`config.mk`:
```
export PLATFORM = sky130hd
export DESIGN_NAME = cwr_top
export DESIGN_NICKNAME = d
export VERILOG_FILES = /design/src/core/cwr_counter.v /design/src/core/cwr_watchdog.v /design/src/core/cwr_top.v
export VERILOG_INCLUDE_DIRS = /design/src /design/src/include
export SDC_FILE = /design/constraint.sdc
export NUM_CORES = 1
export LEC_CHECK = 0
export BUFFER_PORTS_ARGS = -buffer_cell sky130_fd_sc_hd__buf_4
export CAP_MARGIN = 20
export CORE_AREA = 2 2 145 147
export DETAILED_ROUTE_END_ITERATION = 8
export DIE_AREA = 0 0 147 149
export PLACE_DENSITY = 0.57
export SYNTH_ARGS = -nofsm -noshare
export SYNTH_HDL_FRONTEND = slang
export SYNTH_HIERARCHICAL = 1
export SYNTH_SLANG_ARGS = --single-unit
```
`constraint.sdc`:
```
create_clock -name clock -period 5.53 [get_ports clock]
set_input_delay 0.8295 -clock clock [delete_from_list [all_inputs] [get_ports clock]]
set_output_delay 0.8295 -clock clock [all_outputs]
set_load 0.02 [all_outputs]
```
`src/include/cwr_map.vh`:
```
// Overview of operation
// - Programmed bit reads 0, unprogrammed reads 1
// - Configuration word lives at location 2007h
// - Config space reachable only in programming mode
// - Code-protect field selects protected address range
// - Watchdog disabled only by configuration word
// - Watchdog clocked by its own RC tick
// - Start-up timer holds reset until oscillator stable
// - Power-up delay holds reset, power-up only
// - Sleep left on reset, watchdog, or interrupt
// - Power-on delay, then power-up timer, then start-up
// - RC with power-up timer off: no time-out
// - Time-outs run regardless of master clear pin
// - Watchdog enable bit cleared disables watchdog until the next power-on reset
// - Watchdog time-out resets, or wakes from sleep
`ifndef CWR_MAP_VH
`define CWR_MAP_VH
`define CWR_CFG_ADDR 14'h2007
`define CWR_CFG_SPACE_LO 14'h2000
`define CWR_CFG_RESET 14'h3fff
`define CWR_BIT_OSC0 0
`define CWR_BIT_OSC1 1
`define CWR_BIT_WDTEN 2
`define CWR_BIT_PWRTEN_N 3
`define CWR_BIT_CP0 4
`define CWR_BIT_CP1 5
`define CWR_BIT_BOREN 6
`define CWR_OSC_RC 2'h3
`define CWR_OSC_HS 2'h2
`define CWR_OSC_XT 2'h1
`define CWR_OSC_LP 2'h0
`define CWR_CP_NONE 2'h3
`define CWR_CP_UPPER 2'h2
`define CWR_CP_FROM200 2'h1
`define CWR_CP_ALL 2'h0
`define CWR_CP_UPPER_LO 11'h400
`define CWR_CP_MID_LO 11'h200
`define CWR_POR_US 10
`define CWR_POR_CYC ((`CWR_POR_US * 20 + 0) > 0 ? (`CWR_POR_US * 20) : 1)
`define CWR_POWERUP_DELAY_TIMER_US 72000
`define CWR_POWERUP_DELAY_TIMER_CYC (`CWR_POWERUP_DELAY_TIMER_US * 20)
`define CWR_OST_OSC_CYC 1024
`define CWR_WDT_TICKS 18
`endif

```
`src/core/cwr_counter.v`:
```
`timescale 1ns/1ps
// Down-counter delay: busy held high from start until count expires
module cwr_counter #(
  parameter WIDTH = 24
) (
  input wire clock, // System clock
  input wire rst_n, // Async reset, active low
  input wire start, // Load and run
  input wire step, // Count enable
  input wire [WIDTH-1:0] load, // Cycles to wait
  output reg busy // High while counting
);
  reg [WIDTH-1:0] count; // Remaining steps

  // Load on start, count down on each enabled step
  always @(posedge clock or negedge rst_n) begin
    if (!rst_n) begin
      count <= {WIDTH{1'b0}};
      busy <= 1'b0;
    end else if (start) begin
      count <= load;
      busy <= (load != {WIDTH{1'b0}});
    end else if (busy && step) begin
      count <= count - {{(WIDTH-1){1'b0}}, 1'b1};
      if (count == {{(WIDTH-1){1'b0}}, 1'b1}) begin
        busy <= 1'b0;
      end
    end
  end
endmodule

```
`src/core/cwr_watchdog.v`:
```
`timescale 1ns/1ps
// Watchdog counting ticks of its own RC oscillator
module cwr_watchdog #(
  parameter TICKS = 18 // RC ticks to time-out
) (
  input wire clock, // System clock
  input wire rst_n, // Async reset, active low
  input wire enable, // From configuration word only
  input wire rc_tick, // One pulse per RC oscillator period
  input wire clear, // Clear-watchdog or sleep entry
  output reg timeout // One-cycle time-out pulse
);
  reg [7:0] count; // RC periods since last clear

  // Counts only RC ticks, so a stopped main oscillator cannot stall it
  always @(posedge clock or negedge rst_n) begin
    if (!rst_n) begin
      count <= 8'h00;
      timeout <= 1'b0;
    end else begin
      timeout <= 1'b0;
      if (!enable || clear) begin
        count <= 8'h00;
      end else if (rc_tick) begin
        if (count == TICKS[7:0] - 8'h01) begin
          count <= 8'h00;
          timeout <= 1'b1;
        end else begin
          count <= count + 8'h01;
        end
      end
    end
  end
endmodule

```
`src/core/cwr_top.v`:
```
`timescale 1ns/1ps
`include "cwr_map.vh"
// Configuration decode and power-up time-out sequencer
module cwr_top #(
  parameter POR_CYC = `CWR_POR_CYC, // Power-on detect delay cycles
  parameter POWERUP_DELAY_TIMER_CYC = `CWR_POWERUP_DELAY_TIMER_CYC, // Power-up delay cycles
  parameter OST_CYC = `CWR_OST_OSC_CYC, // Oscillator periods to stable
  parameter WDT_TICKS = `CWR_WDT_TICKS // Watchdog RC periods
) (
  input wire clock, // 20 MHz clock
  input wire rst_n, // Power-on pulse, active low
  input wire master_clear_pin_n, // External reset pin, active low
  input wire prog_mode, // Device in programming mode
  input wire [13:0] prog_addr, // Programmer address
  input wire [13:0] prog_wdata, // Programmer write data
  input wire prog_wr, // Programmer write strobe
  input wire prog_rd, // Programmer read strobe
  output reg [13:0] prog_rdata, // Read data, cycle after strobe
  input wire osc_tick, // One pulse per oscillator period
  input wire wdt_rc_tick, // One pulse per watchdog RC period
  input wire brownout_low, // Supply below trip point
  input wire sleep_req, // Core enters sleep
  input wire clrwdt, // Clear watchdog instruction
  input wire irq_wake, // Interrupt wake-up request
  input wire [10:0] fetch_addr, // Address to test protection
  output reg device_reset_n, // Core held in reset, active low
  output reg sleeping, // Core in sleep
  output reg wdt_wake, // Watchdog wake-up pulse
  output reg code_protected, // fetch_addr is protected
  output reg [1:0] osc_mode, // Decoded oscillator select
  output reg brownout_reset, // Brown-out reset active
  output reg timeout_busy // Time-out sequence running
);
  localparam S_POR = 4'h1; // Power-on detect delay
  localparam S_POWERUP_DELAY_TIMER = 4'h2; // Power-up delay timer
  localparam S_OST = 4'h4; // Oscillator start-up timer
  localparam S_DONE = 4'h8; // Time-outs expired

  reg [13:0] cfg_word; // Stored configuration word, erased = ones
  reg [3:0] state; // Sequencer state
  reg [3:0] next_state; // Next sequencer state
  reg start_por; // Load power-on delay
  reg start_powerup_delay_timer; // Load power-up delay
  reg start_ost; // Load start-up count
  reg started; // Power-on delay already kicked
  reg wdt_reset; // Watchdog reset request
  wire por_busy; // Power-on delay running
  wire powerup_delay_timer_busy; // Power-up delay running
  wire ost_busy; // Start-up timer running
  wire wdt_timeout; // Watchdog expired
  wire [1:0] osc_sel; // Oscillator field
  wire [1:0] cp_sel; // Code-protect field
  wire wdt_en; // Watchdog enable bit
  wire boren; // Brown-out enable
  wire powerup_delay_timer_on; // Effective power-up timer enable

  // Field decode: stored level is the meaning, 0 = programmed
  assign osc_sel = {cfg_word[`CWR_BIT_OSC1], cfg_word[`CWR_BIT_OSC0]};
  assign cp_sel = {cfg_word[`CWR_BIT_CP1], cfg_word[`CWR_BIT_CP0]};
  assign wdt_en = cfg_word[`CWR_BIT_WDTEN];
  assign boren = cfg_word[`CWR_BIT_BOREN];
  // Brown-out enable forces the delay timer on despite its own bit
  assign powerup_delay_timer_on = boren | ~cfg_word[`CWR_BIT_PWRTEN_N];

  // Protection test for the 2K variant
  function is_protected;
    input [1:0] cp;
    input [10:0] addr;
    begin
      case (cp)
        `CWR_CP_NONE: is_protected = 1'b0;
        `CWR_CP_UPPER: is_protected = (addr >= `CWR_CP_UPPER_LO);
        `CWR_CP_FROM200: is_protected = (addr >= `CWR_CP_MID_LO);
        default: is_protected = 1'b1;
      endcase
    end
  endfunction

  // Configuration word: reachable only in programming mode
  always @(posedge clock or negedge rst_n) begin
    if (!rst_n) begin
      cfg_word <= `CWR_CFG_RESET;
      prog_rdata <= 14'h0000;
    end else begin
      prog_rdata <= 14'h0000;
      if (prog_mode && prog_wr && prog_addr == `CWR_CFG_ADDR) begin
        cfg_word <= cfg_word & prog_wdata; // Program only clears bits
      end
      if (prog_mode && prog_rd && prog_addr == `CWR_CFG_ADDR) begin
        prog_rdata <= cfg_word;
      end
    end
  end

  // Sequencer transitions; pin does not gate the counters
  always @* begin
    next_state = state;
    start_powerup_delay_timer = 1'b0;
    start_ost = 1'b0;
    case (state)
      S_POR: begin
        // Wait for the kick cycle, else a stale idle busy starts the next timer early
        if (started && !start_por && !por_busy) begin
          if (powerup_delay_timer_on) begin
            next_state = S_POWERUP_DELAY_TIMER;
            start_powerup_delay_timer = 1'b1;
          end else if (osc_sel != `CWR_OSC_RC) begin
            next_state = S_OST;
            start_ost = 1'b1;
          end else begin
            next_state = S_DONE;
          end
        end
      end
      S_POWERUP_DELAY_TIMER: begin
        if (!start_powerup_delay_timer && !powerup_delay_timer_busy) begin
          if (osc_sel != `CWR_OSC_RC) begin
            next_state = S_OST;
            start_ost = 1'b1;
          end else begin
            next_state = S_DONE;
          end
        end
      end
      S_OST: begin
        if (!ost_busy) begin
          next_state = S_DONE;
        end
      end
      S_DONE: next_state = S_DONE;
      default: next_state = S_POR;
    endcase
  end

  // State and kick of the power-on delay
  always @(posedge clock or negedge rst_n) begin
    if (!rst_n) begin
      state <= S_POR;
      started <= 1'b0;
      start_por <= 1'b0;
    end else begin
      start_por <= !started;
      started <= 1'b1;
      if (started && !start_por) begin
        state <= next_state;
      end
    end
  end

  cwr_counter #(.WIDTH(8)) u_por (
    .clock(clock),
    .rst_n(rst_n),
    .start(start_por),
    .step(1'b1),
    .load(POR_CYC[7:0]),
    .busy(por_busy)
  );

  cwr_counter #(.WIDTH(24)) u_powerup_delay_timer (
    .clock(clock),
    .rst_n(rst_n),
    .start(start_powerup_delay_timer),
    .step(1'b1),
    .load(POWERUP_DELAY_TIMER_CYC[23:0]),
    .busy(powerup_delay_timer_busy)
  );

  // Start-up count is in oscillator periods
  cwr_counter #(.WIDTH(24)) u_ost (
    .clock(clock),
    .rst_n(rst_n),
    .start(start_ost),
    .step(osc_tick),
    .load(OST_CYC[23:0]),
    .busy(ost_busy)
  );

  cwr_watchdog #(.TICKS(WDT_TICKS)) u_wdt (
    .clock(clock),
    .rst_n(rst_n),
    .enable(wdt_en),
    .rc_tick(wdt_rc_tick),
    .clear(clrwdt | (sleep_req & ~sleeping)),
    .timeout(wdt_timeout)
  );

  // Outputs, sleep and watchdog action
  always @(posedge clock or negedge rst_n) begin
    if (!rst_n) begin
      device_reset_n <= 1'b0;
      sleeping <= 1'b0;
      wdt_wake <= 1'b0;
      wdt_reset <= 1'b0;
      code_protected <= 1'b1;
      osc_mode <= `CWR_OSC_RC;
      brownout_reset <= 1'b0;
      timeout_busy <= 1'b1;
    end else begin
      wdt_wake <= 1'b0;
      wdt_reset <= wdt_timeout & ~sleeping;
      osc_mode <= osc_sel;
      code_protected <= is_protected(cp_sel, fetch_addr);
      brownout_reset <= boren & brownout_low;
      timeout_busy <= (state != S_DONE);
      // Pin held low past expiry releases execution at once
      device_reset_n <= (state == S_DONE) && master_clear_pin_n && !wdt_reset
                        && !(boren & brownout_low) && !prog_mode;
      if (!master_clear_pin_n || !device_reset_n) begin
        sleeping <= 1'b0;
      end else if (sleeping && wdt_timeout) begin
        sleeping <= 1'b0;
        wdt_wake <= 1'b1;
      end else if (sleeping && irq_wake) begin
        sleeping <= 1'b0;
      end else if (sleep_req) begin
        sleeping <= 1'b1;
      end
    end
  end
endmodule

```
* After elaboration in Yosys (flattened, before gate mapping)
Index checks and enable logic that the tools add are counted.
** Storage, ports and cells
- Register bits :: 111
- Input port bits :: 51
- Output and inout port bits :: 22
- Word-level logic and storage cells :: 127
** Operators by class
- Add/subtract/negate cells :: 4
- Magnitude comparators :: 2
- Equality and inequality tests :: 17
- Multiplexer cells :: 43
- Bitwise gates (word level) :: 8
- Reduce and logical (&&, ||, !) cells :: 32
** Operators by type and width (number)
- 24-bit 2-to-1 mux :: 4
- 24-bit by 1-bit == test with 1-bit output, second input constant :: 2
- 24-bit by 1-bit subtractor with 24-bit output, second input constant :: 2
- 8-bit 2-to-1 mux :: 5
- 1-bit 2-to-1 mux :: 25
- 4-bit 2-to-1 mux :: 5
- 4-bit case mux with 4 select lines :: 1
- 14-bit AND :: 1
- 14-bit == test, second input constant :: 1
- 14-bit 2-to-1 mux :: 1
- 1-bit logical AND :: 13
- 11-bit by 10-bit greater-or-equal comparator with 1-bit output, second input constant :: 1
- 11-bit greater-or-equal comparator, second input constant :: 1
- 2-bit nonzero test :: 5
- 1-bit zero test :: 9
- 8-bit by 1-bit adder with 8-bit output, second input constant :: 1
- 8-bit by 1-bit == test with 1-bit output, second input constant :: 1
- 8-bit by 5-bit == test with 1-bit output, second input constant :: 1
- 2-bit != test, second input constant :: 4
- 8-bit by 1-bit subtractor with 8-bit output, second input constant :: 1
- 2-bit == test, second input constant :: 2
- 4-bit by 1-bit == test with 1-bit output, second input constant :: 1
- 4-bit by 2-bit == test with 1-bit output, second input constant :: 1
- 4-bit by 3-bit == test with 1-bit output, second input constant :: 1
- 12 further kinds :: 17

* Longest topological paths before layout
Gate-level depths: netlist of the first run.
- Word-level depth :: 7
- Gate-level depth with buffers :: 10
- Mapped depth without buffers :: 8

* Cells and area by module
Netlist of the first run, hierarchy kept.
** Modules (own cells, without submodules)
- cwr_counter at u_ost ... :: times used 2, cells each 186, area an instance 1594.0 um2, seq. area each 625.6 um2
- cwr_top :: times used 1, cells each 138, area an instance 1759.2 um2, seq. area each 1099.8 um2
- cwr_counter at u_por :: times used 1, cells each 58, area an instance 531.8 um2, seq. area each 225.2 um2
- cwr_watchdog :: times used 1, cells each 50, area an instance 491.7 um2, seq. area each 225.2 um2

* Least setup slack after synthesis of the first run
No wires, ideal clock.
- Path kind :: reg2reg
- Start point :: register state[0]
- End point :: register u_ost.count[19]
- Setup time :: 126 ps
- Data arrival time :: 2403 ps
- Required time :: 5404 ps
- Setup slack :: 3001 ps
- Stages on the path, launching flop included :: 10
- Path buffers :: 1
- Clock period less this slack :: 2529 ps
- Cells stage by stage :: dfstp_2 or4b_4 nor3_2 a2bb2oi_1 a21oi_1 clkbuf_1 clkinv_1 nand2_1 mux2i_1 a311o_1
** Between the ends
- Longest elaborated chain between the ends :: 3
- Elaborated cells on any way between the ends :: 5
- Classes of those cells :: eq/ne (2); mux (2); reduce/logical (1)
** RTL lines
- start: declaration :: RTL line cwr_top.v:40 : reg [3:0] state;
- start signal: assignment :: RTL line cwr_top.v:145 : state <= next_state;
- 4-bit by 2-bit == test with 1-bit output / 4-bit by 1-bit == test with 1-bit output (equally long branches) :: RTL line cwr_top.v:100 : case (state)
- 1-bit case mux with 2 select lines (*) :: RTL line cwr_top.v:100
- net start_ost :: RTL line cwr_top.v:44 : reg start_ost;
- 24-bit 2-to-1 mux / 2-bit nonzero test (equally long branches)
- end signal: assignment :: RTL line cwr_counter.v:18 : count <= {WIDTH{1'b0}};
- end signal: assignment :: RTL line cwr_counter.v:21 : count <= load;
- end signal: assignment :: RTL line cwr_counter.v:24 : count <= count - {{(WIDTH-1){1'b0}}, 1'b1};
- end: declaration :: RTL line cwr_counter.v:13 : reg [WIDTH-1:0] count;
Mark *: on every way through the listed nets, which the timed path passes. The rest lies on a longest branch.
A chain may end at the register's enable or synchronous reset.

* Final worst setup path of the first run
Ends and elaborated chain as after synthesis.

==> results.py, run 1 <==
metrics = {
    "outcome": {
        "status": "finished clean",
    },
    "synth": {
        "syn_avg_cell_area_um2": 9.66,
        "synth_flop_cell": "dfrtp_1",
        "yosysMostFrequentCell": "dfrtp_1",
        "synth_top_family_by_area": "simple AND/OR/NAND/NOR gates",
        "ys_ff_latch": 111,
        "yosys-top-cells-count": "dfrtp_1, nand2_1, nor2_1",
        "yosysWarnings": 6,
        "yosysTopAreaCell": "dfrtp_1",
        "synth_area_um2": 5970,
        "syn_inst": 618,
        "synthArstFlopShare": 1.00,
        "yosys.area.top_type_share": 0.386,
        "synth_edf_count": 0,
        "synthAdderAreaFrac": 0.0168,
        "synth_compound_area_frac": 0.149,
        "synth_xor_area_frac": 0.0381,
        "synthMuxAreaShare": 0.00524,
        "synth-seq-area-share": 0.469,
        "synthTopCellsByArea": "dfrtp_1, dfstp_2, nand2_1, o21ai_0, nor2_1",
        "yosysUniqueCellTypes": 67,
        "yosys.area_share.simple": 0.286,
    },
    "critical_path": {
        "startpoint_type": "register",
        "regToRegStartpoint": "state[0]",
        "ff2ff_setup_slack_ns": 2.41,
        "cp_max_fo": 37,
        "crit_path_end_kind": "register",
        "r2r_cells": 9,
        "worstPathArrival_ns": 3.36,
        "cp.required_ns": 5.77,
        "slowest_delay_ns": 0.60,
        "crit_type": "reg2reg",
        "crit_chain": "or4b_4 > nor3_2 > a2bb2oi_1 > a21oi_2 > buf_4 > clkinv_1 > nand2_1 > mux2i_1 > a311o_1",
        "timing.rr.end": "u_ost/count[19]",
        "slowest_stage": "dfstp_2",
    },
    "placement": {
        "hpwl_um": 8920,
        "dpl_worst_slack_ns": 2.39,
        "place.gp.congestion": 0.762,
        "io_buffers": 63,
    },
    "grt": {
        "grt_pass1_wl_um": 21900,
        "grt.overflow.total": 0,
        "grt_pass1_vias": 4563,
        "grt_usage": 0.123,
        "antenna_found_initial": 0,
        "grt_max_degree": 67,
    },
    "clock_tree": {
        "clockRootBuffer": "clkbuf_16",
        "cts-resized-gates": 0,
        "cts_num_sinks": 111,
        "clk_latency_ns": 0.36,
        "post_cts.repair.setup_buffers": 0,
        "cts_tree": "built",
        "holdBufCountCts": 0,
        "htree_levels": 3,
        "cts_max_path_buffers": 2,
        "clk_pin_slew_ns": 0.08,
        "numCtsBuffers": 9,
    },
    "sta": {
        "final_hold_viol_count": 0,
        "max_freq_mhz": 321,
        "setup_viol": 0,
        "period_minus_slack_ns": 3.12,
        "fin_crit_sh": 0.564,
        "tightest_slew_ns": 0.846,
        "fin_tns_setup_ns": 0,
        "clock-skew-final_ns": 0.0120,
        "fin_ws_ns": 2.41,
        "drv_slew": 0,
        "rsz0062_at_grt": "false",
        "slew-limit-headroom": 0.436,
    },
    "floorplanning": {
        "core_area_um2": 20600,
        "initial_core_util": 0.290,
        "die-area_um2": 21900,
        "die-width_um": 147,
        "ios": 73,
        "num_rows": 53,
        "die_h_um": 149,
    },
    "pwr": {
        "power_uw": 2540,
        "p_leak_uw": 0.00309,
        "ir_drop_mv": 0.179,
        "powerDensity_nw_per_um2": 344,
    },
    "route": {
        "dr.pass1.iters": 6,
        "drt_iter0_markers": 232,
        "final_antenna_net_count": 0,
        "routed_via_density": 4.51,
        "wl_um": 12700,
        "wire_per_inst_um": 12.0,
        "drc_errors": 0,
        "vias": 4804,
    },
    "worst_hold_path": {
        "min_path_cells": 0,
        "hp-class": "reg2reg",
        "worstHoldEndpoint": "osc_mode[1]",
        "hp-start": "cfg_word[1]",
    },
    "layout": {
        "antenna_cells": 0,
        "area_delta_synth_final_pct": 23.8,
        "drive_above_1_share": 0.167,
        "fin_nets": 844,
    },
    "flow_run": {
        "cap_violations": 0,
    },
}
==> registers in the layout, indices dropped and copies added (netlist names) <==
| signal | cells |
|---|---|
| prog_rdata | 14 |
| wdt_wake | 1 |
| sleeping | 1 |
| code_protected | 1 |
| timeout_busy | 1 |
| u_por/busy | 1 |
| started | 1 |
| u_ost/count | 24 |
| u_powerup_delay_timer/busy | 1 |
| osc_mode | 2 |
| u_ost/busy | 1 |
| u_powerup_delay_timer/count | 24 |
| wdt_reset | 1 |
| u_por/count | 8 |
| brownout_reset | 1 |
| start_por | 1 |
| u_wdt/timeout | 1 |
| cfg_word | 14 |
| u_wdt/count | 8 |
| device_reset_n | 1 |
| state | 4 |
==> layout make-up <==
class / count / area (um^2)
fillers: 2115 / 13200
multi-input cells: 584 / 3420
flip-flops and latches: 111 / 2800
repair buffers: 66 / 495
well taps: 275 / 344
clock buffers: 10 / 229
clock inverters: 6 / 53.8
inverters: 13 / 48.8
==> kinds of logic (layout without fill, tap and decap cells) <==
kind of cell             count (synthesis)  after routing
AND/OR/NAND/NOR                        290            290
AO/OA/AOI/OAI                          134            134
flip-flops                             111            111
buffers and inverters                   44             95
XOR/XNOR                                26             26
adder cells (fa/ha/maj)                  8              8
multiplexers                             3              3
other                                    2            123
==> through the flow <==
step / instances / hold WS (ns) / area (um^2) / util
finish: 1065 / 0.409 / 7390 / 0.360
global route: 1065 / 0.416 / 7390 / 0.360
CTS: 1065 / 0.409 / 7390 / 0.360
detailed placement: 1049 / 0.399 / 7110 / 0.346
global placement: 1049 / 0.402 / 7110 / 0.346
floorplan: 739 / 0.375 / 6420 / -
==> worst max-delay path: cells and delay by family, from the launching register on <==
kind                   cells  cell delay (ns)
AND/OR/NAND/NOR            3             0.94
buffers and inverters      2             0.82
flip-flops                 1             0.60
AO/OA/AOI/OAI              3             0.54
multiplexers               1             0.09
==> layer usage <==
metal  global-route usage  part of all wire  up-vias  wire length (um)
met4               0.0433             0.015        0               194
li1                     -                 -     2503                 -
met5                    0                 0        -                 0
met2                0.199              0.48       58              6110
met3               0.0278             0.026       12               335
met1                0.162              0.48     2231              6090
==> placed cells by master (no fill, tap or decap), types with 4 or more instances in the layout <==
cell,synthesis,layout
nand4_1,7,7
nor4_1,31,31
clkbuf_16,0,9
dfrtp_1,92,92
or3_1,17,17
or4_1,18,18
inv_1,10,10
xnor2_1,20,20
o31a_1,8,8
nor2_1,53,53
conb_1,2,123
a21boi_0,4,4
ha_1,8,8
nand4b_1,4,4
or4b_1,5,5
a21oi_1,12,11
nor3_1,18,18
a31oi_1,20,20
o21ai_0,40,40
nand2b_1,11,11
or2_2,6,6
a311o_1,4,4
dfstp_2,19,19
o21a_1,15,15
xor2_1,6,6
nand2_1,55,55
and3_1,11,11
buf_4,0,66
or4_4,4,4
nand3b_1,7,7
nand3_1,7,7
and3_2,4,4
o41ai_1,10,10
nor2b_1,4,4
==> worst max-delay path by stage <==
stage | start | to | slack [ns]
2_1_floorplan | state[0] | u_ost/count[19] | 3.00
3_3_place_gp | state[0] | u_ost/count[19] | 2.41
3_5_place_dp | state[0] | u_ost/count[19] | 2.39
4_1_cts | state[0] | u_ost/count[19] | 2.37
5_1_grt | state[0] | u_ost/count[19] | 2.15
6_report | state[0] | u_ost/count[19] | 2.41
==> power breakdown <==
| group | switching [uW] | internal, uW | leakage [uW] |
|---|---|---|---|
| Clock | 315 | 313 | 0.000138 |
| Sequential | 232 | 1010 | 0.00134 |
| Combinational | 349 | 330 | 0.00161 |
Note: power is estimated with default switching activity, not from simulation.
==> run 2, diff against run 1 <==
Settings changed: ABC_AREA from default to 1, CORE_AREA 2 2 145 147 to 2 2 159 161, DIE_AREA 0 0 147 149 to 0 0 161 163.
Clock period 5.53 ns to 3 ns, I/O delays scaled along.
==> results.py, run 2 <==
metrics = {
    "synth": {
        "yosys-top-cells-count": "nand2_1, inv_1, nor2_1",
        "synth_edf_count": 0,
        "ys_ff_latch": 111,
        "yosysWarnings": 6,
        "yosysTopAreaCell": "dfrtp_1",
        "synthAdderAreaFrac": 0.0139,
        "synthArstFlopShare": 1.00,
        "syn_inst": 1030,
        "synth-seq-area-share": 0.388,
        "synth_top_family_by_area": "simple AND/OR/NAND/NOR gates",
        "yosys.area_share.simple": 0.383,
        "synthTopCellsByArea": "dfrtp_1, nand2_1, inv_1, dfstp_2, nor2_1",
        "synthMuxAreaShare": 0,
        "synth_area_um2": 7220,
        "synth_xor_area_frac": 0.0133,
        "yosysMostFrequentCell": "nand2_1",
        "yosysUniqueCellTypes": 41,
        "synth_compound_area_frac": 0.0745,
        "syn_avg_cell_area_um2": 7.01,
        "synth_flop_cell": "dfrtp_1",
        "yosys.area.top_type_share": 0.319,
    },
    "clock_tree": {
        "cts_num_sinks": 111,
        "holdBufCountCts": 0,
        "clk_latency_ns": 0.37,
        "numCtsBuffers": 9,
        "clk_pin_slew_ns": 0.09,
        "cts_max_path_buffers": 2,
        "cts_tree": "built",
        "cts-resized-gates": 0,
        "post_cts.repair.setup_buffers": 0,
        "clockRootBuffer": "clkbuf_16",
        "htree_levels": 3,
    },
    "layout": {
        "area_delta_synth_final_pct": 19.0,
        "final_common_cell": "nand2_1",
        "antenna_cells": 0,
        "top_regs": "u_ost/count x24, u_powerup_delay_timer/count x24",
        "final_cell_mix": "nand2_1, inv_1, nor2_1, dfrtp_1, nand3_1",
        "fin_nets": 1220,
        "utilization": 0.348,
        "drive_above_1_share": 0.153,
        "fin_area_um2": 8590,
    },
    "sta": {
        "drv_slew": 0,
        "fin_crit_sh": 0.809,
        "fin_tns_setup_ns": 0,
        "tightest_slew_ns": 0.550,
        "final_hold_viol_count": 0,
        "max_freq_mhz": 412,
        "setup_viol": 0,
        "rsz0062_at_grt": "false",
        "clock-skew-final_ns": 0.0156,
        "period_minus_slack_ns": 2.43,
        "slew-limit-headroom": 0.633,
    },
    "grt": {
        "grt_max_degree": 46,
        "grt_usage": 0.140,
        "grt_pass1_wl_um": 29800,
        "grt_pass1_vias": 6119,
        "antenna_found_initial": 0,
        "grt.overflow.total": 0,
    },
    "route": {
        "wl_um": 17400,
        "dr.pass1.iters": 5,
        "drt_iter0_markers": 330,
        "routed_via_density": 4.31,
        "drc_errors": 0,
        "wire_per_inst_um": 11.7,
        "vias": 6450,
        "final_antenna_net_count": 0,
    },
    "floorplanning": {
        "die_h_um": 163,
        "die-width_um": 161,
        "ios": 73,
        "core_area_um2": 24700,
        "num_rows": 58,
        "initial_core_util": 0.293,
        "die-area_um2": 26200,
    },
    "pwr": {
        "ir_drop_mv": 0.351,
        "p_leak_uw": 0.00435,
        "powerDensity_nw_per_um2": 708,
    },
    "critical_path": {
        "worstPathArrival_ns": 2.66,
        "crit_type": "reg2reg",
        "crit_path_end_kind": "register",
        "timing.rr.end": "u_powerup_delay_timer/count[1]",
        "r2r_cells": 9,
        "cp_max_fo": 24,
        "cp.required_ns": 3.23,
        "ff2ff_setup_slack_ns": 0.57,
        "regToRegStartpoint": "state[0]",
        "startpoint_type": "register",
    },
    "placement": {
        "hpwl_um": 13000,
        "io_buffers": 63,
        "place.gp.congestion": 0.841,
        "placed_cell_area_um2": 8290,
    },
    "worst_hold_path": {
        "hp-class": "in2async",
    },
    "outcome": {
        "status": "finished clean",
    },
    "flow_run": {
        "cap_violations": 0,
    },
}
[run 2: cell count changes in the layout (fill, tap and decap cells not counted), moves of 30 or more]
cell     change
o21ai_0     -31
nand4_1     +35
conb_1      -52
nand2_1    +223
nand3_1     +77
nor2_1      +67
inv_1      +186
nor4_1      -30
[run 2: worst max-delay path, stage by stage (launching register included)]
cell,delay (ns)
dfstp_2,0.58
nand2_1,0.08
nor2_1,0.21
nand4_1,0.16
inv_1,0.24
inv_2,0.25
nand2_2,0.39
inv_1,0.18
nand2_1,0.09
o221ai_1,0.10
[run 2: kinds of logic after synthesis]
kind of cell / count (synthesis)
AO/OA/AOI/OAI: 79
AND/OR/NAND/NOR: 592
buffers and inverters: 227
XOR/XNOR: 11
other: 2
adder cells (fa/ha/maj): 8
flip-flops: 111
[run 2: how the worst max path moves through the flow]
stage / from / endpoint / slack, ns / depth (start not counted)
floorplan: state[0] / u_ost/count[7] / 1.07 / 9
global placement: state[0] / u_powerup_delay_timer/count[2] / 0.62 / 9
detailed placement: state[0] / u_powerup_delay_timer/count[1] / 0.59 / 9
CTS: state[0] / u_powerup_delay_timer/count[1] / 0.58 / 9
global route: state[0] / u_powerup_delay_timer/count[1] / 0.33 / 9
finish: state[0] / u_powerup_delay_timer/count[1] / 0.57 / 9
[run 2: final cells by class]
class | count | area (um^2)
Clock inverter | 7 | 73.8
Multi-Input combinational cell | 761 | 3770
Sequential cell | 111 | 2800
Clock buffer | 9 | 225
Inverter | 211 | 792
Tap cell | 330 | 413
Timing Repair Buffer | 67 | 515
Fill cell | 2668 | 16100
[run 2: through the flow]
step | setup WS, ns | power (uW) | hold WS, ns | cells
after floorplan | 1.07 | 4250 | 0.154 | 1099
after global placement | 0.616 | 4820 | 0.383 | 1480
after detailed placement | 0.588 | 4860 | 0.382 | 1480
after CTS | 0.585 | 6130 | 0.0848 | 1496
after global routing | 0.333 | 6640 | 0.0987 | 1496
final | 0.574 | 6080 | 0.0658 | 1496
[run 2: power breakdown]
part | internal (uW) | total (uW) | switching [uW]
sequential | 1840 | 2250 | 414
combinational | 893 | 2590 | 1690
clock | 592 | 1240 | 646
[run 2: routing by layer]
layer  vias up  track usage  part of all wire
met3        10       0.0392             0.061
li1       3421            -                 -
met4         0       0.0349             0.010
met2       117        0.228              0.46
met5         -            0                 0
met1      2902        0.182              0.47
==> run 3, diff against run 2 <==
Clock period 3 ns to 2.5 ns, I/O delays scaled along.
==> results.py, run 3 (synthesis gave the netlist of run 2 again) <==
metrics = {
    "outcome": {
        "status": "finished clean",
    },
    "route": {
        "drc_errors": 0,
        "wire_per_inst_um": 11.7,
        "final_antenna_net_count": 0,
        "vias": 6481,
        "routed_via_density": 4.32,
        "drt_iter0_markers": 298,
        "wl_um": 17500,
        "dr.pass1.iters": 5,
    },
    "pwr": {
        "p_leak_uw": 0.00437,
        "ir_drop_mv": 0.350,
        "seq_power_share": 0.371,
        "powerDensity_nw_per_um2": 850,
        "intPower_uw": 4020,
        "p_switching_uw": 3300,
        "switching_share": 0.451,
        "clockPowerShare": 0.201,
        "pwr-share-comb": 0.428,
    },
    "sta": {
        "tightest_slew_ns": 0.614,
        "holdWs_ns": 0.116,
        "drv_slew": 0,
        "max_freq_mhz": 481,
        "fin_tns_setup_ns": 0,
        "period_minus_slack_ns": 2.08,
        "clock-skew-final_ns": 0.0129,
        "slew-limit-headroom": 0.591,
        "final_hold_viol_count": 0,
        "setup_viol": 0,
        "fin_crit_sh": 0.832,
        "rsz0062_at_grt": "false",
    },
    "placement": {
        "io_buffers": 63,
        "placed_cell_area_um2": 8320,
        "place.gp.congestion": 0.822,
        "hpwl_um": 13100,
    },
    "layout": {
        "final_cell_mix": "nand2_1, inv_1, nor2_1, dfrtp_1, nand3_1",
        "utilization": 0.349,
        "antenna_cells": 0,
        "seqCellArea_um2": 2800,
        "fin_nets": 1224,
        "fin_area_um2": 8610,
        "nFillCells": 2706,
        "multiInputGateArea_um2": 3770,
        "area_delta_synth_final_pct": 19.3,
        "drive_above_1_share": 0.156,
        "final_common_cell": "nand2_1",
        "top_regs": "u_ost/count x24, u_powerup_delay_timer/count x24",
    },
    "critical_path": {
        "crit_type": "reg2reg",
        "startpoint_type": "register",
        "crit_path_end_kind": "register",
        "r2r_cells": 9,
        "cp_max_fo": 20,
        "ff2ff_setup_slack_ns": 0.42,
        "endpoint": "u_powerup_delay_timer/count[3]",
        "regToRegStartpoint": "state[0]",
        "worstPathArrival_ns": 2.31,
        "critical_path.startpoint": "state[0]",
        "cp.required_ns": 2.73,
        "timing.rr.end": "u_powerup_delay_timer/count[3]",
    },
    "clock_tree": {
        "cts-resized-gates": 0,
        "holdBufCountCts": 0,
        "clockRootBuffer": "clkbuf_16",
        "cts_tree": "built",
        "cts_num_sinks": 111,
        "htree_levels": 3,
        "clk_pin_slew_ns": 0.08,
        "cts_max_path_buffers": 2,
        "numCtsBuffers": 9,
        "post_cts.repair.setup_buffers": 0,
        "clk_latency_ns": 0.37,
    },
    "worst_hold_path": {
        "hp-class": "in2async",
    },
    "floorplanning": {
        "die_h_um": 163,
        "die-area_um2": 26200,
        "initial_core_util": 0.293,
        "num_rows": 58,
        "ios": 73,
        "die-width_um": 161,
        "core_area_um2": 24700,
    },
    "grt": {
        "grt_pass1_wl_um": 29800,
        "grt_pass1_vias": 6285,
        "grt_max_degree": 112,
        "grt_usage": 0.139,
        "antenna_found_initial": 0,
        "grt.overflow.total": 0,
    },
    "flow_run": {
        "cap_violations": 0,
    },
}
-- run 3: cell types whose count changed in the layout (fill, tap and decap cells not counted) --
| cell | change |
|---|---|
| inv_8 | +1 |
| clkinv_8 | -1 |
| clkbuf_1 | +1 |
| clkinv_4 | +3 |
| inv_6 | -3 |
| buf_4 | +4 |
| clkinv_1 | -1 |
-- run 3: worst min path at each step --
stage                                           end  slack, ns         from  cells after the start
finish              u_powerup_delay_timer/count[18]       0.12        rst_n                      2
global route                         u_wdt/count[2]       0.16        rst_n                      2
CTS                                        wdt_wake       0.13        rst_n                      2
detailed placement                      osc_mode[0]       0.39  cfg_word[0]                      0
global placement                        osc_mode[0]       0.39  cfg_word[0]                      0
floorplan                            brownout_reset       0.08        rst_n                      0
-- run 3: critical path, stage by stage (launching register included) --
cell      delay [ns]
dfstp_2         0.57
nand2_1         0.07
nor2_1          0.19
nand4_1         0.14
inv_1           0.21
inv_2           0.18
nand2_2         0.14
inv_2           0.17
nand3_1         0.15
o221ai_1        0.12
-- run 3: cell type report --
class	count	share of cell area
clock buffers	10	0.0266
clock inverters	6	0.00755
inverters	211	0.0920
multi-input cells	761	0.437
flip-flops and latches	111	0.325
well taps	330	0.0479
repair buffers	71	0.0633
-- run 3: power groups by stage --
stage	Clock [uW]	Combinational, uW	Sequential [uW]
floorplan	0	2490	2610
finish	1470	3130	2720
global placement	0	3090	2740
global route	1580	3600	2790
detailed placement	0	3130	2740
CTS	1540	3130	2710
-- run 3: metal layers --
metal  up-vias  GRT usage  wire length, um
met2        94      0.237             8180
met5         -          0                0
li1       3423          -                -
met4         0     0.0272              157
met1      2954      0.178             8310
met3        10     0.0369              856
-- run 3: stage by stage --
stage          cells  worst slack, ns  power (uW)
5_1_grt         1500            0.203        7970
6_report        1500            0.420        7320
4_1_cts         1500            0.407        7390
2_1_floorplan   1099            0.569        5100
3_3_place_gp    1484            0.447        5830
3_5_place_dp    1484            0.409        5870
